===== src/logic/tms_pkg.sv =====
// package: constants and types for the terminal mode move sequencer
package tms_pkg;
  localparam int unsigned  CLK_MHZ          = 100;
  localparam int unsigned  DEBOUNCE_US      = 1;
  localparam int unsigned  DEBOUNCE_CYC     = DEBOUNCE_US * CLK_MHZ;
  localparam int unsigned  DB_W             = 8;
  localparam int unsigned  NUM_IN           = 9;
  localparam int unsigned  POS_W            = 32;
  localparam int unsigned  CNT_W            = 16;
  localparam int unsigned  BAND_W           = 16;
  localparam int unsigned  NUM_SPEEDS       = 7;
  localparam int unsigned  NUM_TARGETS      = 14;
  localparam logic [3:0]   SEL_HOME         = 4'h0;
  localparam logic [3:0]   SEL_ABS_LAST     = 4'h6;
  localparam logic [3:0]   SEL_FAULT_RESET  = 4'hf;
  localparam logic [2:0]   CURVE_FIRST      = 3'h1;
  localparam logic [2:0]   CURVE_LAST       = 3'h7;
  localparam logic [CNT_W-1:0] CYCLE_RESET  = 16'h0000;
  // bit positions of the debounced input vector
  localparam int unsigned  IN_ENABLE        = 0;
  localparam int unsigned  IN_FWD           = 1;
  localparam int unsigned  IN_REV           = 2;
  localparam int unsigned  IN_SEL0          = 3;
  localparam int unsigned  IN_SEL1          = 4;
  localparam int unsigned  IN_SEL2          = 5;
  localparam int unsigned  IN_SEL3          = 6;
  localparam int unsigned  IN_RST_PSEL      = 7;
  localparam int unsigned  IN_TRIP_TRIG     = 8;
  typedef enum logic [1:0] {
    TMS_MODE_OFF,
    TMS_MODE_PROFILE,
    TMS_MODE_POSITION
  } tms_mode_t;
  typedef enum logic [1:0] {
    TMS_MOVE_NONE,
    TMS_MOVE_HOME,
    TMS_MOVE_ABS,
    TMS_MOVE_INC
  } tms_move_t;
endpackage


===== src/logic/tms_in_if.sv =====
// interface: debounced terminal levels between filter and sequencer
`timescale 1ns/1ps
`default_nettype none
interface tms_in_if;
  logic [tms_pkg::NUM_IN-1:0] lvl;
  modport filt (output lvl);
  modport seq  (input lvl);
endinterface
`default_nettype wire


===== src/logic/tms_sequencer.sv =====
// module: terminal mode decoder, profile runner and preset move sequencer
// How it works
// - open enable input disables motor control; motor coasts free.
// - profile forward runs only while forward input closed; else decelerate only under keypad source with keypad forward on.
// - profile reverse runs only while reverse input closed; else decelerate only under keypad source with keypad reverse on.
// - seven profiles; curve n uses preset speed n.
// - continuous input closed: count reached clears counter, profile restarts.
// - continuous input open: cycling ends when count is reached.
// - run source closed uses direction inputs, open uses keypad commands.
// - profile reset input closed clears pending alarm or fault.
// - trip enabled and trip input open gives external trip fault.
// - preset position mode only allowed under closed loop vector control.
// - position mode chosen by operating mode equal to position value.
// - select code 0 home, 1-6 absolute, 7-14 incremental targets.
// - all four select inputs closed acts as fault reset.
// - trigger closure starts the currently selected move.
// - profile select closed uses group and speed one, open two.
// - absolute move travels target minus present position, no homing.
// - incremental move travels exactly the selected distance.
// - home move drives forward until home reached and motor stopped.
// - abort by opening direction inputs; restart needs direction and trigger.
// - both direction inputs open in position mode decelerates to stop.
// - at-position asserts within band of target (home move: home reached), clears when that ends or on new trigger.
// - in-motion asserts on accepted trigger, clears at target and stopped.
`timescale 1ns/1ps
`default_nettype none
module tms_sequencer
  import tms_pkg::*;
(
  input  wire logic                          clk,
  input  wire logic                          nrst,
  input  wire logic                          drive_enable_in,
  input  wire logic                          forward_dir_in,
  input  wire logic                          reverse_dir_in,
  input  wire logic                          cycle_or_select0_in,
  input  wire logic                          runsrc_or_select1_in,
  input  wire logic                          position_select2_in,
  input  wire logic                          position_select3_in,
  input  wire logic                          reset_or_profile_select_in,
  input  wire logic                          trip_or_trigger_in,
  input  wire logic [1:0]                    op_mode,
  input  wire logic                          closed_loop_vector,
  input  wire logic                          ext_trip_enable,
  input  wire logic                          keypad_fwd,
  input  wire logic                          keypad_rev,
  input  wire logic [tms_pkg::CNT_W-1:0]     cycle_count_cfg,
  input  wire logic                          profile_done,
  input  wire logic [tms_pkg::POS_W-1:0]     preset_target [tms_pkg::NUM_TARGETS],
  input  wire logic [tms_pkg::POS_W-1:0]     present_pos,
  input  wire logic                          home_reached,
  input  wire logic                          motor_stopped,
  input  wire logic [tms_pkg::BAND_W-1:0]    at_pos_band,
  input  wire logic                          fault_in,
  output var  logic                          motor_enable,
  output var  logic                          run_fwd,
  output var  logic                          run_rev,
  output var  logic                          decel_stop,
  output var  logic [2:0]                    speed_curve,
  output var  logic [tms_pkg::CNT_W-1:0]     cycle_count,
  output var  logic                          profile_running,
  output var  logic                          fault_clear,
  output var  logic                          ext_trip_fault,
  output var  logic                          move_start,
  output var  tms_pkg::tms_move_t            move_type,
  output var  logic [tms_pkg::POS_W-1:0]     move_distance,
  output var  logic [tms_pkg::POS_W-1:0]     move_target,
  output var  logic                          group_one,
  output var  logic                          at_position,
  output var  logic                          in_motion
);
  import tms_pkg::*;

  tms_in_if in_q ();
  logic [NUM_IN-1:0] lvl;

  tms_debounce u_db (
    .clk  (clk),
    .nrst (nrst),
    .raw  ({trip_or_trigger_in, reset_or_profile_select_in,
            position_select3_in, position_select2_in,
            runsrc_or_select1_in, cycle_or_select0_in,
            reverse_dir_in, forward_dir_in, drive_enable_in}),
    .q    (in_q)
  );
  assign lvl = in_q.lvl;

  function automatic logic [POS_W-1:0] pos_diff(
    input logic [POS_W-1:0] a,
    input logic [POS_W-1:0] b
  );
    pos_diff = a - b;
  endfunction

  function automatic logic [POS_W-1:0] abs_val(input logic [POS_W-1:0] v);
    abs_val = v[POS_W-1] ? pos_diff('0, v) : v;
  endfunction

  tms_mode_t mode;
  logic      en, fwd, rev, trig_r, trig_rise, fault_sel;
  logic [3:0] sel;

  assign en  = lvl[IN_ENABLE];
  assign fwd = lvl[IN_FWD];
  assign rev = lvl[IN_REV];
  assign sel = {lvl[IN_SEL3], lvl[IN_SEL2], lvl[IN_SEL1], lvl[IN_SEL0]};
  assign fault_sel = (sel == SEL_FAULT_RESET);

  // position mode needs vector control, otherwise nothing runs
  always_comb begin
    if (op_mode == 2'(TMS_MODE_POSITION) && closed_loop_vector) begin
      mode = TMS_MODE_POSITION;
    end else if (op_mode == 2'(TMS_MODE_PROFILE)) begin
      mode = TMS_MODE_PROFILE;
    end else begin
      mode = TMS_MODE_OFF;
    end
  end

  always_ff @(posedge clk or negedge nrst) begin
    if (!nrst) trig_r <= 1'b0;
    else       trig_r <= lvl[IN_TRIP_TRIG];
  end
  assign trig_rise = lvl[IN_TRIP_TRIG] && !trig_r;

  // drive enable and trip
  always_ff @(posedge clk or negedge nrst) begin
    if (!nrst) begin
      motor_enable   <= 1'b0;
      ext_trip_fault <= 1'b0;
    end else begin
      motor_enable   <= en && !ext_trip_fault;
      if (mode == TMS_MODE_PROFILE && ext_trip_enable && !lvl[IN_TRIP_TRIG])
        ext_trip_fault <= 1'b1;
      else if (fault_clear)
        ext_trip_fault <= 1'b0;
    end
  end

  always_ff @(posedge clk or negedge nrst) begin
    if (!nrst) fault_clear <= 1'b0;
    else if (mode == TMS_MODE_PROFILE)
      fault_clear <= lvl[IN_RST_PSEL];
    else if (mode == TMS_MODE_POSITION)
      fault_clear <= fault_sel;
    else
      fault_clear <= 1'b0;
  end

  // profile run: curve steps 1..7, cycle counter when the curve 7 profile ends
  logic cmd_fwd, cmd_rev, cycling_done;
  assign cmd_fwd = lvl[IN_SEL1] ? fwd : keypad_fwd;
  assign cmd_rev = lvl[IN_SEL1] ? rev : keypad_rev;

  always_ff @(posedge clk or negedge nrst) begin
    if (!nrst) begin
      speed_curve  <= CURVE_FIRST;
      cycle_count  <= CYCLE_RESET;
      cycling_done <= 1'b0;
    end else if (mode != TMS_MODE_PROFILE || !en) begin
      speed_curve  <= CURVE_FIRST;
      cycle_count  <= CYCLE_RESET;
      cycling_done <= 1'b0;
    end else if (profile_done && !cycling_done) begin
      if (speed_curve != CURVE_LAST) begin
        speed_curve <= speed_curve + 3'h1;
      end else begin
        speed_curve <= CURVE_FIRST;
        if (cycle_count + 16'h1 >= cycle_count_cfg) begin
          cycle_count  <= CYCLE_RESET;
          cycling_done <= !lvl[IN_SEL0];
        end else begin
          cycle_count <= cycle_count + 16'h1;
        end
      end
    end
  end

  // position mode move sequencing
  logic       moving_r;
  logic       psel_r;
  logic [3:0] sel_r;
  logic [POS_W-1:0] err;
  assign err = pos_diff(move_target, present_pos);

  always_ff @(posedge clk or negedge nrst) begin
    if (!nrst) begin
      move_start    <= 1'b0;
      move_type     <= TMS_MOVE_NONE;
      move_distance <= '0;
      move_target   <= '0;
      sel_r         <= SEL_HOME;
      psel_r        <= 1'b1;
    end else begin
      move_start <= 1'b0;
      // new move only with a direction closed; abort needs a fresh trigger
      if (mode == TMS_MODE_POSITION && en && trig_rise && (fwd || rev) &&
          !fault_sel) begin
        move_start <= 1'b1;
        sel_r      <= sel;
        psel_r     <= lvl[IN_RST_PSEL];
        if (sel == SEL_HOME) begin
          move_type     <= TMS_MOVE_HOME;
          move_target   <= '0;
          move_distance <= pos_diff('0, present_pos);
        end else if (sel <= SEL_ABS_LAST) begin
          move_type     <= TMS_MOVE_ABS;
          move_target   <= preset_target[sel - 4'h1];
          move_distance <= pos_diff(preset_target[sel - 4'h1],
                                    present_pos);
        end else begin
          move_type     <= TMS_MOVE_INC;
          move_target   <= present_pos + preset_target[sel - 4'h1];
          move_distance <= preset_target[sel - 4'h1];
        end
      end
    end
  end

  always_ff @(posedge clk or negedge nrst) begin
    if (!nrst) group_one <= 1'b1;
    else if (mode == TMS_MODE_POSITION) group_one <= psel_r;
    else group_one <= 1'b1;
  end

  logic reached;
  assign reached = (move_type == TMS_MOVE_HOME) ? home_reached :
                   (abs_val(err) <= POS_W'(at_pos_band));

  always_ff @(posedge clk or negedge nrst) begin
    if (!nrst) begin
      moving_r    <= 1'b0;
      in_motion   <= 1'b0;
      at_position <= 1'b0;
    end else if (mode != TMS_MODE_POSITION) begin
      moving_r    <= 1'b0;
      in_motion   <= 1'b0;
      at_position <= 1'b0;
    end else if (move_start) begin
      moving_r    <= 1'b1;
      in_motion   <= 1'b1;
      at_position <= 1'b0;
    end else begin
      if (moving_r && (!fwd && !rev || !en)) moving_r <= 1'b0;
      if (reached && move_type != TMS_MOVE_NONE) begin
        at_position <= 1'b1;
        if (motor_stopped) begin
          in_motion <= 1'b0;
          moving_r  <= 1'b0;
        end
      end else begin
        at_position <= 1'b0;
      end
    end
  end

  // direction drive for both modes
  always_ff @(posedge clk or negedge nrst) begin
    if (!nrst) begin
      run_fwd         <= 1'b0;
      run_rev         <= 1'b0;
      decel_stop      <= 1'b0;
      profile_running <= 1'b0;
    end else if (!en || ext_trip_fault || fault_in) begin
      run_fwd         <= 1'b0;
      run_rev         <= 1'b0;
      decel_stop      <= 1'b0;
      profile_running <= 1'b0;
    end else if (mode == TMS_MODE_PROFILE) begin
      run_fwd         <= cmd_fwd && fwd && !cycling_done;
      run_rev         <= cmd_rev && rev && !cycling_done;
      decel_stop      <= (cmd_fwd && !fwd) || (cmd_rev && !rev);
      profile_running <= (cmd_fwd && fwd || cmd_rev && rev) && !cycling_done;
    end else if (mode == TMS_MODE_POSITION) begin
      // home always forward; others head toward the target
      run_fwd    <= moving_r && fwd && (move_type == TMS_MOVE_HOME ||
                    !err[POS_W-1]);
      run_rev    <= moving_r && rev && move_type != TMS_MOVE_HOME &&
                    err[POS_W-1];
      decel_stop <= !fwd && !rev;
      profile_running <= 1'b0;
    end else begin
      run_fwd         <= 1'b0;
      run_rev         <= 1'b0;
      decel_stop      <= 1'b0;
      profile_running <= 1'b0;
    end
  end
endmodule
`default_nettype wire


===== src/logic/tms_debounce.sv =====
// module: input synchroniser and debounce filter for terminal inputs
`timescale 1ns/1ps
`default_nettype none
module tms_debounce
  import tms_pkg::*;
(
  input  wire logic               clk,
  input  wire logic               nrst,
  input  wire logic [NUM_IN-1:0]  raw,
  tms_in_if.filt                  q
);
  logic [NUM_IN-1:0] s1_r;
  logic [NUM_IN-1:0] s2_r;
  logic [NUM_IN-1:0] lvl_r;
  logic [DB_W-1:0]   cnt_r [NUM_IN];

  always_ff @(posedge clk or negedge nrst) begin
    if (!nrst) begin
      s1_r <= '0;
      s2_r <= '0;
    end else begin
      s1_r <= raw;
      s2_r <= s1_r;
    end
  end

  // a level must hold steady for the full count before it is accepted
  always_ff @(posedge clk or negedge nrst) begin
    if (!nrst) begin
      lvl_r <= '0;
      for (int i = 0; i < NUM_IN; i++) cnt_r[i] <= '0;
    end else begin
      for (int i = 0; i < NUM_IN; i++) begin
        if (s2_r[i] == lvl_r[i]) begin
          cnt_r[i] <= '0;
        end else if (cnt_r[i] == DB_W'(DEBOUNCE_CYC - 1)) begin
          cnt_r[i] <= '0;
          lvl_r[i] <= s2_r[i];
        end else begin
          cnt_r[i] <= cnt_r[i] + DB_W'(1);
        end
      end
    end
  end

  assign q.lvl = lvl_r;
endmodule
`default_nettype wire


===== config.mk =====
export PLATFORM = sky130hd
export DESIGN_NAME = tms_sequencer
export DESIGN_NICKNAME = d
export VERILOG_FILES = /design/src/logic/tms_pkg.sv /design/src/logic/tms_in_if.sv /design/src/logic/tms_sequencer.sv /design/src/logic/tms_debounce.sv
export SDC_FILE = /design/constraint.sdc
export NUM_CORES = 1
export LEC_CHECK = 0
export ABC_AREA = 1
export BUFFER_PORTS_ARGS = -buffer_cell sky130_fd_sc_hd__buf_2
export CORE_AREA = 2 2 248 250
export CTS_CLUSTER_DIAMETER = 50
export DETAILED_ROUTE_END_ITERATION = 7
export DIE_AREA = 0 0 250 252
export GPL_TIMING_DRIVEN = 0
export PLACE_DENSITY_LB_ADDON = 0.05
export REMOVE_ABC_BUFFERS = 1
export SYNTH_ARGS = -nofsm -noshare
export SYNTH_HDL_FRONTEND = slang
export SYNTH_SLANG_ARGS = --single-unit

===== constraint.sdc =====
create_clock -name clk -period 7.6 [get_ports clk]
set_input_delay 0.38 -clock clk [delete_from_list [all_inputs] [get_ports clk]]
set_output_delay 0.38 -clock clk [all_outputs]
set_load 0.01 [all_outputs]

### Word level (Yosys, flattened, before mapping)

Cells that the tools add are included.

| cells by class | value |
|---|---|
| reduce and logical (&&, ||, !) cells | 62 |
| muxes and demuxes | 73 |
| equal/unequal tests | 29 |
| bitwise gates (word level) | 10 |
| add/subtract/negate cells | 17 |
| $lt $le $gt $ge | 4 |

Operators with widths:

| cell | count |
|---|---|
| 32-bit 2-to-1 mux | 7 |
| 8-bit 2-to-1 mux | 18 |
| 32-bit binary-select mux with 4-bit select | 1 |
| 8-bit by 1-bit adder with 8-bit output (second input constant) | 9 |
| 8-bit by 7-bit equality test with 1-bit output (second input constant) | 9 |
| 16-bit 2-to-1 mux | 4 |
| 1-bit by 32-bit subtractor with 32-bit output (first input constant) | 2 |
| 32-bit subtractor | 2 |
| 1-bit 2-to-1 mux | 38 |
| 32-bit adder | 1 |
| 32-bit by 16-bit less-or-equal comparator with 1-bit output | 1 |
| 1-bit logical AND | 25 |
| 2-bit AND reduction | 11 |
| 16-bit by 1-bit adder with 16-bit output (second input constant) | 1 |
| 16-bit greater-or-equal comparator | 1 |
| 1-bit zero test | 10 |
| 1-bit equality test | 9 |
| 3-bit 2-to-1 mux | 3 |
| 1-bit inverter | 9 |
| 1-bit logical OR | 8 |
| 2-bit nonzero test | 4 |
| 2-bit by 1-bit equality test with 1-bit output (second input constant) | 3 |
| 3-bit nonzero test | 2 |
| 5-bit greater-or-equal comparator (second input constant) | 1 |
| 12 further kinds | 16 |

| storage, ports and cells | value |
|---|---|
| register bits after elaboration | 199 |
| logic and storage cells | 235 |
| output and inout port bits | 96 |

### Longest topological paths before layout

| depth | value |
|---|---|
| depth after elaboration | 9 |
| gate-level depth with buffers | 36 |
| gate-level depth less buffers | 36 |

### By module

Synthesis repeated with hierarchy kept, for this count alone.

| second synthesis, totals | value |
|---|---|
| cells, all modules | 3468 |
| area total of the unflattened synthesis | 21574.4 sq um |

By module, submodules not included:

| module | area each (sq um) | sequential area each (sq um) | cells each | times used |
|---|---|---|---|---|
| tms_sequencer | 16965.0 | 2506.2 | 2920 | 1 |
| tms_debounce | 4609.4 | 2477.4 | 548 | 1 |

### Worst setup path before layout

Ideal clock, no wire load.

| path | value |
|---|---|
| kind | register -> register |
| from | register u_db.lvl_r[3] (netlist: u_db.q.lvl[3]) |
| to | register move_distance[27] (netlist bit) |
| clock period less this slack | 5.335 ns |
| setup time | 0.126 ns |
| arrival time | 5.209 ns |
| slack | 2.265 ns |
| buffers on the path | 6 |
| cell stages (with the launch flop) | 34 |
| path through | dfrtp_1 > clkinv_1 > clkbuf_1 > clkbuf_1 > clkbuf_1 > ha_1 > inv_1 > nor2_1 > inv_1 > clkbuf_1 > buf_1 > a21oi_1 > a211o_1 > nand2_1 > inv_1 > ha_1 > clkbuf_1 > a21o_1 > a21oi_1 > inv_1 > nand2_1 > nand3b_1 > nand2_1 > inv_1 > nand2_1 > nand2_1 > a21boi_0 > o21ai_0 > a21oi_1 > o21ai_0 > nand2_1 > nand2_1 > o21ai_0 > a21oi_1 |

| between the ends | value |
|---|---|
| cells in the longest elaborated chain, start to end | 8 |
| elaborated cells on any way between the ends | 13 |

RTL lines:

| what | line | source |
|---|---|---|
| from (decl) | tms_debounce.sv:14 | `logic [NUM_IN-1:0] lvl_r;` |
| from (signal, indexed assignment) | tms_debounce.sv:38 | `lvl_r[i] <= s2_r[i];` |
| 4-bit by 1-bit subtractor with 4-bit output | tms_sequencer.sv:208, tms_sequencer.sv:213 |  |
| 4-bit inverter with 5-bit output (not written as such) | tms_sequencer.sv:208, tms_sequencer.sv:213 |  |
| 32-bit binary-select mux with 4-bit select | tms_sequencer.sv:208, tms_sequencer.sv:213 |  |
| 32-bit 2-to-1 mux (not written as such) (2 in series) | tms_sequencer.sv:208, tms_sequencer.sv:213 |  |
| 32-bit subtractor | tms_sequencer.sv:91 | `pos_diff = a - b;` |
| 32-bit 2-to-1 mux | tms_sequencer.sv:205 | `end else if (sel <= SEL_ABS_LAST) begin` |
| 32-bit 2-to-1 mux | tms_sequencer.sv:201 | `if (sel == SEL_HOME) begin` |
| to (signal assigned) | tms_sequencer.sv:204 | `move_distance <= pos_diff('0, present_pos);` |
| to (signal assigned) | tms_sequencer.sv:208 | `move_distance <= pos_diff(preset_target[sel - 4'h1],` |
| to (signal assigned) | tms_sequencer.sv:213 | `move_distance <= preset_target[sel - 4'h1];` |
| to (decl) | tms_sequencer.sv:65 | `output var logic [tms_pkg::POS_W-1:0] move_distance,` |

Parallel ways exist; a longest one is shown, timed or not. The select of a mux whose other input is x is not followed.
A chain may end at the register's enable or synchronous reset.

### Worst setup path in the final report

| path | value |
|---|---|
| from | register u_db.lvl_r[3] (netlist: u_db.q.lvl[3]) |
| to | register move_target[26] (netlist bit) |

| between the ends | value |
|---|---|
| cells in the longest elaborated chain, start to end | 8 |
| elaborated cells on any way between the ends | 13 |

RTL lines:

| what | line | source |
|---|---|---|
| 4-bit by 1-bit subtractor with 4-bit output | tms_sequencer.sv:207, tms_sequencer.sv:212 |  |
| 4-bit inverter with 5-bit output (not written as such) | tms_sequencer.sv:207, tms_sequencer.sv:212 |  |
| 32-bit binary-select mux with 4-bit select | tms_sequencer.sv:207, tms_sequencer.sv:212 |  |
| 32-bit 2-to-1 mux (not written as such) (2 in series) | tms_sequencer.sv:207, tms_sequencer.sv:212 |  |
| 32-bit adder | tms_sequencer.sv:212 | `move_target <= present_pos + preset_target[sel - 4'h1];` |
| 32-bit 2-to-1 mux | tms_sequencer.sv:205 |  |
| 32-bit 2-to-1 mux | tms_sequencer.sv:201 |  |
| to (signal assigned) | tms_sequencer.sv:207 | `move_target <= preset_target[sel - 4'h1];` |
| to (signal assigned) | tms_sequencer.sv:212 |  |
| to (decl) | tms_sequencer.sv:66 | `output var logic [tms_pkg::POS_W-1:0] move_target,` |

Parallel ways exist; a longest one is shown, timed or not. The select of a mux whose other input is x is not followed.

==> results.toml <==
[synthesis]
synth_edf_count = 0
synth-main-ff-cell = "dfrtp_1"
post-synth-top-area-cell = "dfrtp_1"
synth-seq-cells = 199
syn-cell-area_mm2 = 0.0212
synth.area.top_cells = "dfrtp_1, nand2_1, nor2_1"
synth-async-reset-ratio_pct = 100
synth_area_per_cell_um2 = 6.14
ys.warnings.count = 0
ys_types = 54
synth.top_cell.area_share_pct = 23.2
syn_inst = 3452
synth_seq_area_share_pct = 23.5

[die]
die_y_um = 252
ios = 629
start_util_pct = 35.2
num_rows = 90
die-area_mm2 = 0.0630
core_area_mm2 = 0.0601
die-width_um = 250

[route]
firstDrtPassIters = 6
wirelength_mm = 106
antenna_left = 0
drtIter0Drc = 2542
route.detailed.drc = 0
route.vias.total = 25500
routed_via_density = 5.29
avgRoutedWirePerCell_um = 21.9

[timing]
hold_viol_final = 0
finalSetupViolCount = 0
min_period_over_period_pct = 92.5
slew_violations = 0
grt_setup_unrepaired = "no"
worst_clock_skew_ns = 0.0125
worst_slack_ns = 0.568
fmax_mhz = 142
max_slew.worst_pin.slew_ns = 1.39
slew_headroom_pct = 7.43
period_needed_ns = 7.03

[global_route]
grt_max_degree = 129
grt_overflow = 0
antenna_found_initial = 57
track_usage_pct = 32.8
grt_pass1_wl_mm = 154
grt_pass1_vias = 24100

[finish]
drive_gt1_share_pct = 18.7
syn_to_final_growth_pct = 23.5
final_common_cell = "nand2_1"
nFillCells = 6795
mostFrequentLayoutCells = "nand2_1, buf_2, nor2_1"
final_util_pct = 43.5
postLayoutCellArea_mm2 = 0.0262
fin_nets = 4674

[pwr]
p_seq_share_pct = 41.8
switching_share_pct = 32.8
p_sw_uw = 853
p_comb_share_pct = 19.5
total_power_uw = 2600
power_leakage_uw = 0.0143
p_per_area_mw_per_mm2 = 99.3
p_clk_share_pct = 38.6
power.internal_uw = 1740
vdd_drop_max_mv = 0.145

[clocking]
clock_path_buffers = 2
cts_root_buffer = "clkbuf_16"
cts_max_level = 4
clk_pin_slew_ns = 0.09
cts_tree = "yes"
numCtsBuffers = 17
cts_num_sinks = 199
clk-insertion-delay-late_ns = 0.50

[setup_path]
cp.required_ns = 7.93
critPathKind = "reg2reg"
max_stage_delay_ns = 0.61
crit_path_start_kind = "flop"
cp_max_fo = 101
arrival_ns = 7.36
crit_buf_inv = 8
critPathTopFamily = "compound AO/OA/AOI/OAI gates"
slowest_stage = "dfrtp_4"
cp-end-kind = "flop"
cpMostUsedCell = "nand2_1"
r2r_slack_ns = 0.57

[placed_design]
dpl.hpwl_mm = 87.1
numPortBuffers = 628
dpl_cell_area_mm2 = 0.0252
place_ws_ns = -1.59
gp_congestion = 0.934

[flow_run]
maxCapViolations = 0

[hold_path]
hold_class = "in2reg"

[run_status]
status = "finished clean"
==> layout make-up <==
class                      instances  area [µm²]  area share [%]
clock buffer                      17         425            1.63
timing repair buffer             664        3730            14.2
antenna                           29        72.6           0.277
clock inverter                    15         209           0.799
inverter                         482        1850            7.06
tap                              782         978            3.74
sequential                       199        4990            19.1
timing repair inverter             1        5.00          0.0191
multi-input combinational       2630       13900            53.2
==> metal layers <==
layer  vias to the layer above  global-route usage (%)  part of all wire, %
li1                      12500                       -                    -
met1                     11900                    44.8                   45
met2                       916                    51.0                   44
met3                       134                    8.81                  8.8
met4                        30                    8.88                  2.2
met5                         -                       0                 0.16
==> sequential cells by signal, indices dropped and copies added (netlist names), 2 cells and up <==
| name | flops |
|---|---|
| u_db.s2_r | 9 |
| u_db.s1_r | 9 |
| move_target | 32 |
| u_db.cnt_r | 72 |
| cycle_count | 16 |
| move_type | 2 |
| move_distance | 32 |
| speed_curve | 3 |
| u_db.q.lvl | 9 |
==> per-stage QoR <==
| step | std cells | setup TNS (ns) | hold slack (ns) |
|---|---|---|---|
| 2_1_floorplan | 3311 | -476.91 | 0.0844 |
| 3_3_place_gp | 4721 | -1242.54 | 0.332 |
| 3_5_place_dp | 4738 | -39.58 | 0.285 |
| 4_1_cts | 4785 | 0 | 0.0989 |
| 5_1_grt | 4801 | 0 | 0.128 |
| 6_report | 4819 | 0 | 0.130 |
==> cell usage after synthesis, types with 2 or more instances <==
cell and number:
a31oi_1 33, a21boi_0 11, nand4_1 46, a21o_1 5
a21oi_2 2, nand3_1 170, buf_6 2, buf_2 6
or2_2 9, dfrtp_1 196, a211oi_1 2, o21ai_0 302
nor4_1 14, nand2_1 741, nor3_1 45, o21ai_1 2
inv_1 475, o31ai_1 5, o21a_1 5, xnor2_1 25
nand2_2 8, nor2_2 7, o221ai_1 12, and2_1 4
o2111ai_1 3, nor2_4 3, a21oi_1 251, o22ai_1 108
nand3_2 7, o21bai_1 9, buf_1 5, and3_1 2
o211ai_1 34, ha_1 143, clkbuf_1 127, a211o_1 30
nor2_1 503, inv_2 3, clkinv_1 4, xor2_1 67
fa_1 3, dfstp_2 3, nand3b_1 9
==> path summary, 6_finish.rpt <==
check / start / to / cells after the start
max in group asynchronous: nrst / group_one / 4
worst min register to register: u_db.s1_r[8] / u_db.s2_r[8] / 0
min in group asynchronous: nrst / move_target[1] / 2
worst max-delay path: u_db.q.lvl[3] / move_target[26] / 31
worst min-delay path: ext_trip_enable / ext_trip_fault / 3
worst max register to register: u_db.q.lvl[3] / move_target[26] / 31
==> power groups by stage <==
stage | sequential (µW) | combinational (µW) | clock [µW]
finish | 1090 | 508 | 1000
global route | 1090 | 569 | 1070
CTS | 1090 | 504 | 1030
detailed placement | 1110 | 497 | 0
global placement | 1110 | 492 | 0
floorplan | 1110 | 238 | 0
==> worst min-delay path, delay by kind of cell <==
kind	cells	cell delay, ns
AND/OR/NAND/NOR	1	0.06
AO/OA/AOI/OAI	1	0.07
buffers and inverters	1	0.08
==> cells by family (layout without fill, tap and decap cells) <==
kind of cell / Yosys count / in the layout / share of synthesized area [%]
adders and majority gates: 146 / 146 / 8.73
and+or+nand+nor: 1570 / 1570 / 30.7
AOI/OAI and AO/OA: 821 / 821 / 22.0
muxes: 1 / 1 / 0.0473
xor gates and xnor gates: 92 / 92 / 3.80
DFF: 199 / 199 / 23.5
other: 0 / 29 / 0
buffers and inverters: 623 / 1179 / 11.2
==> what timing repair did <==
item / CTS / global route
resized for setup: 5 / 3
pin swaps: 1 / 0
cloned: 1 / 0
setup endpoints to repair: 49 / 15
endpoints found under the hold margin: 46 / 0
buffers inserted: 4 / 3
hold buffers: 10 / 0
(Power assumes the default switching activity.)
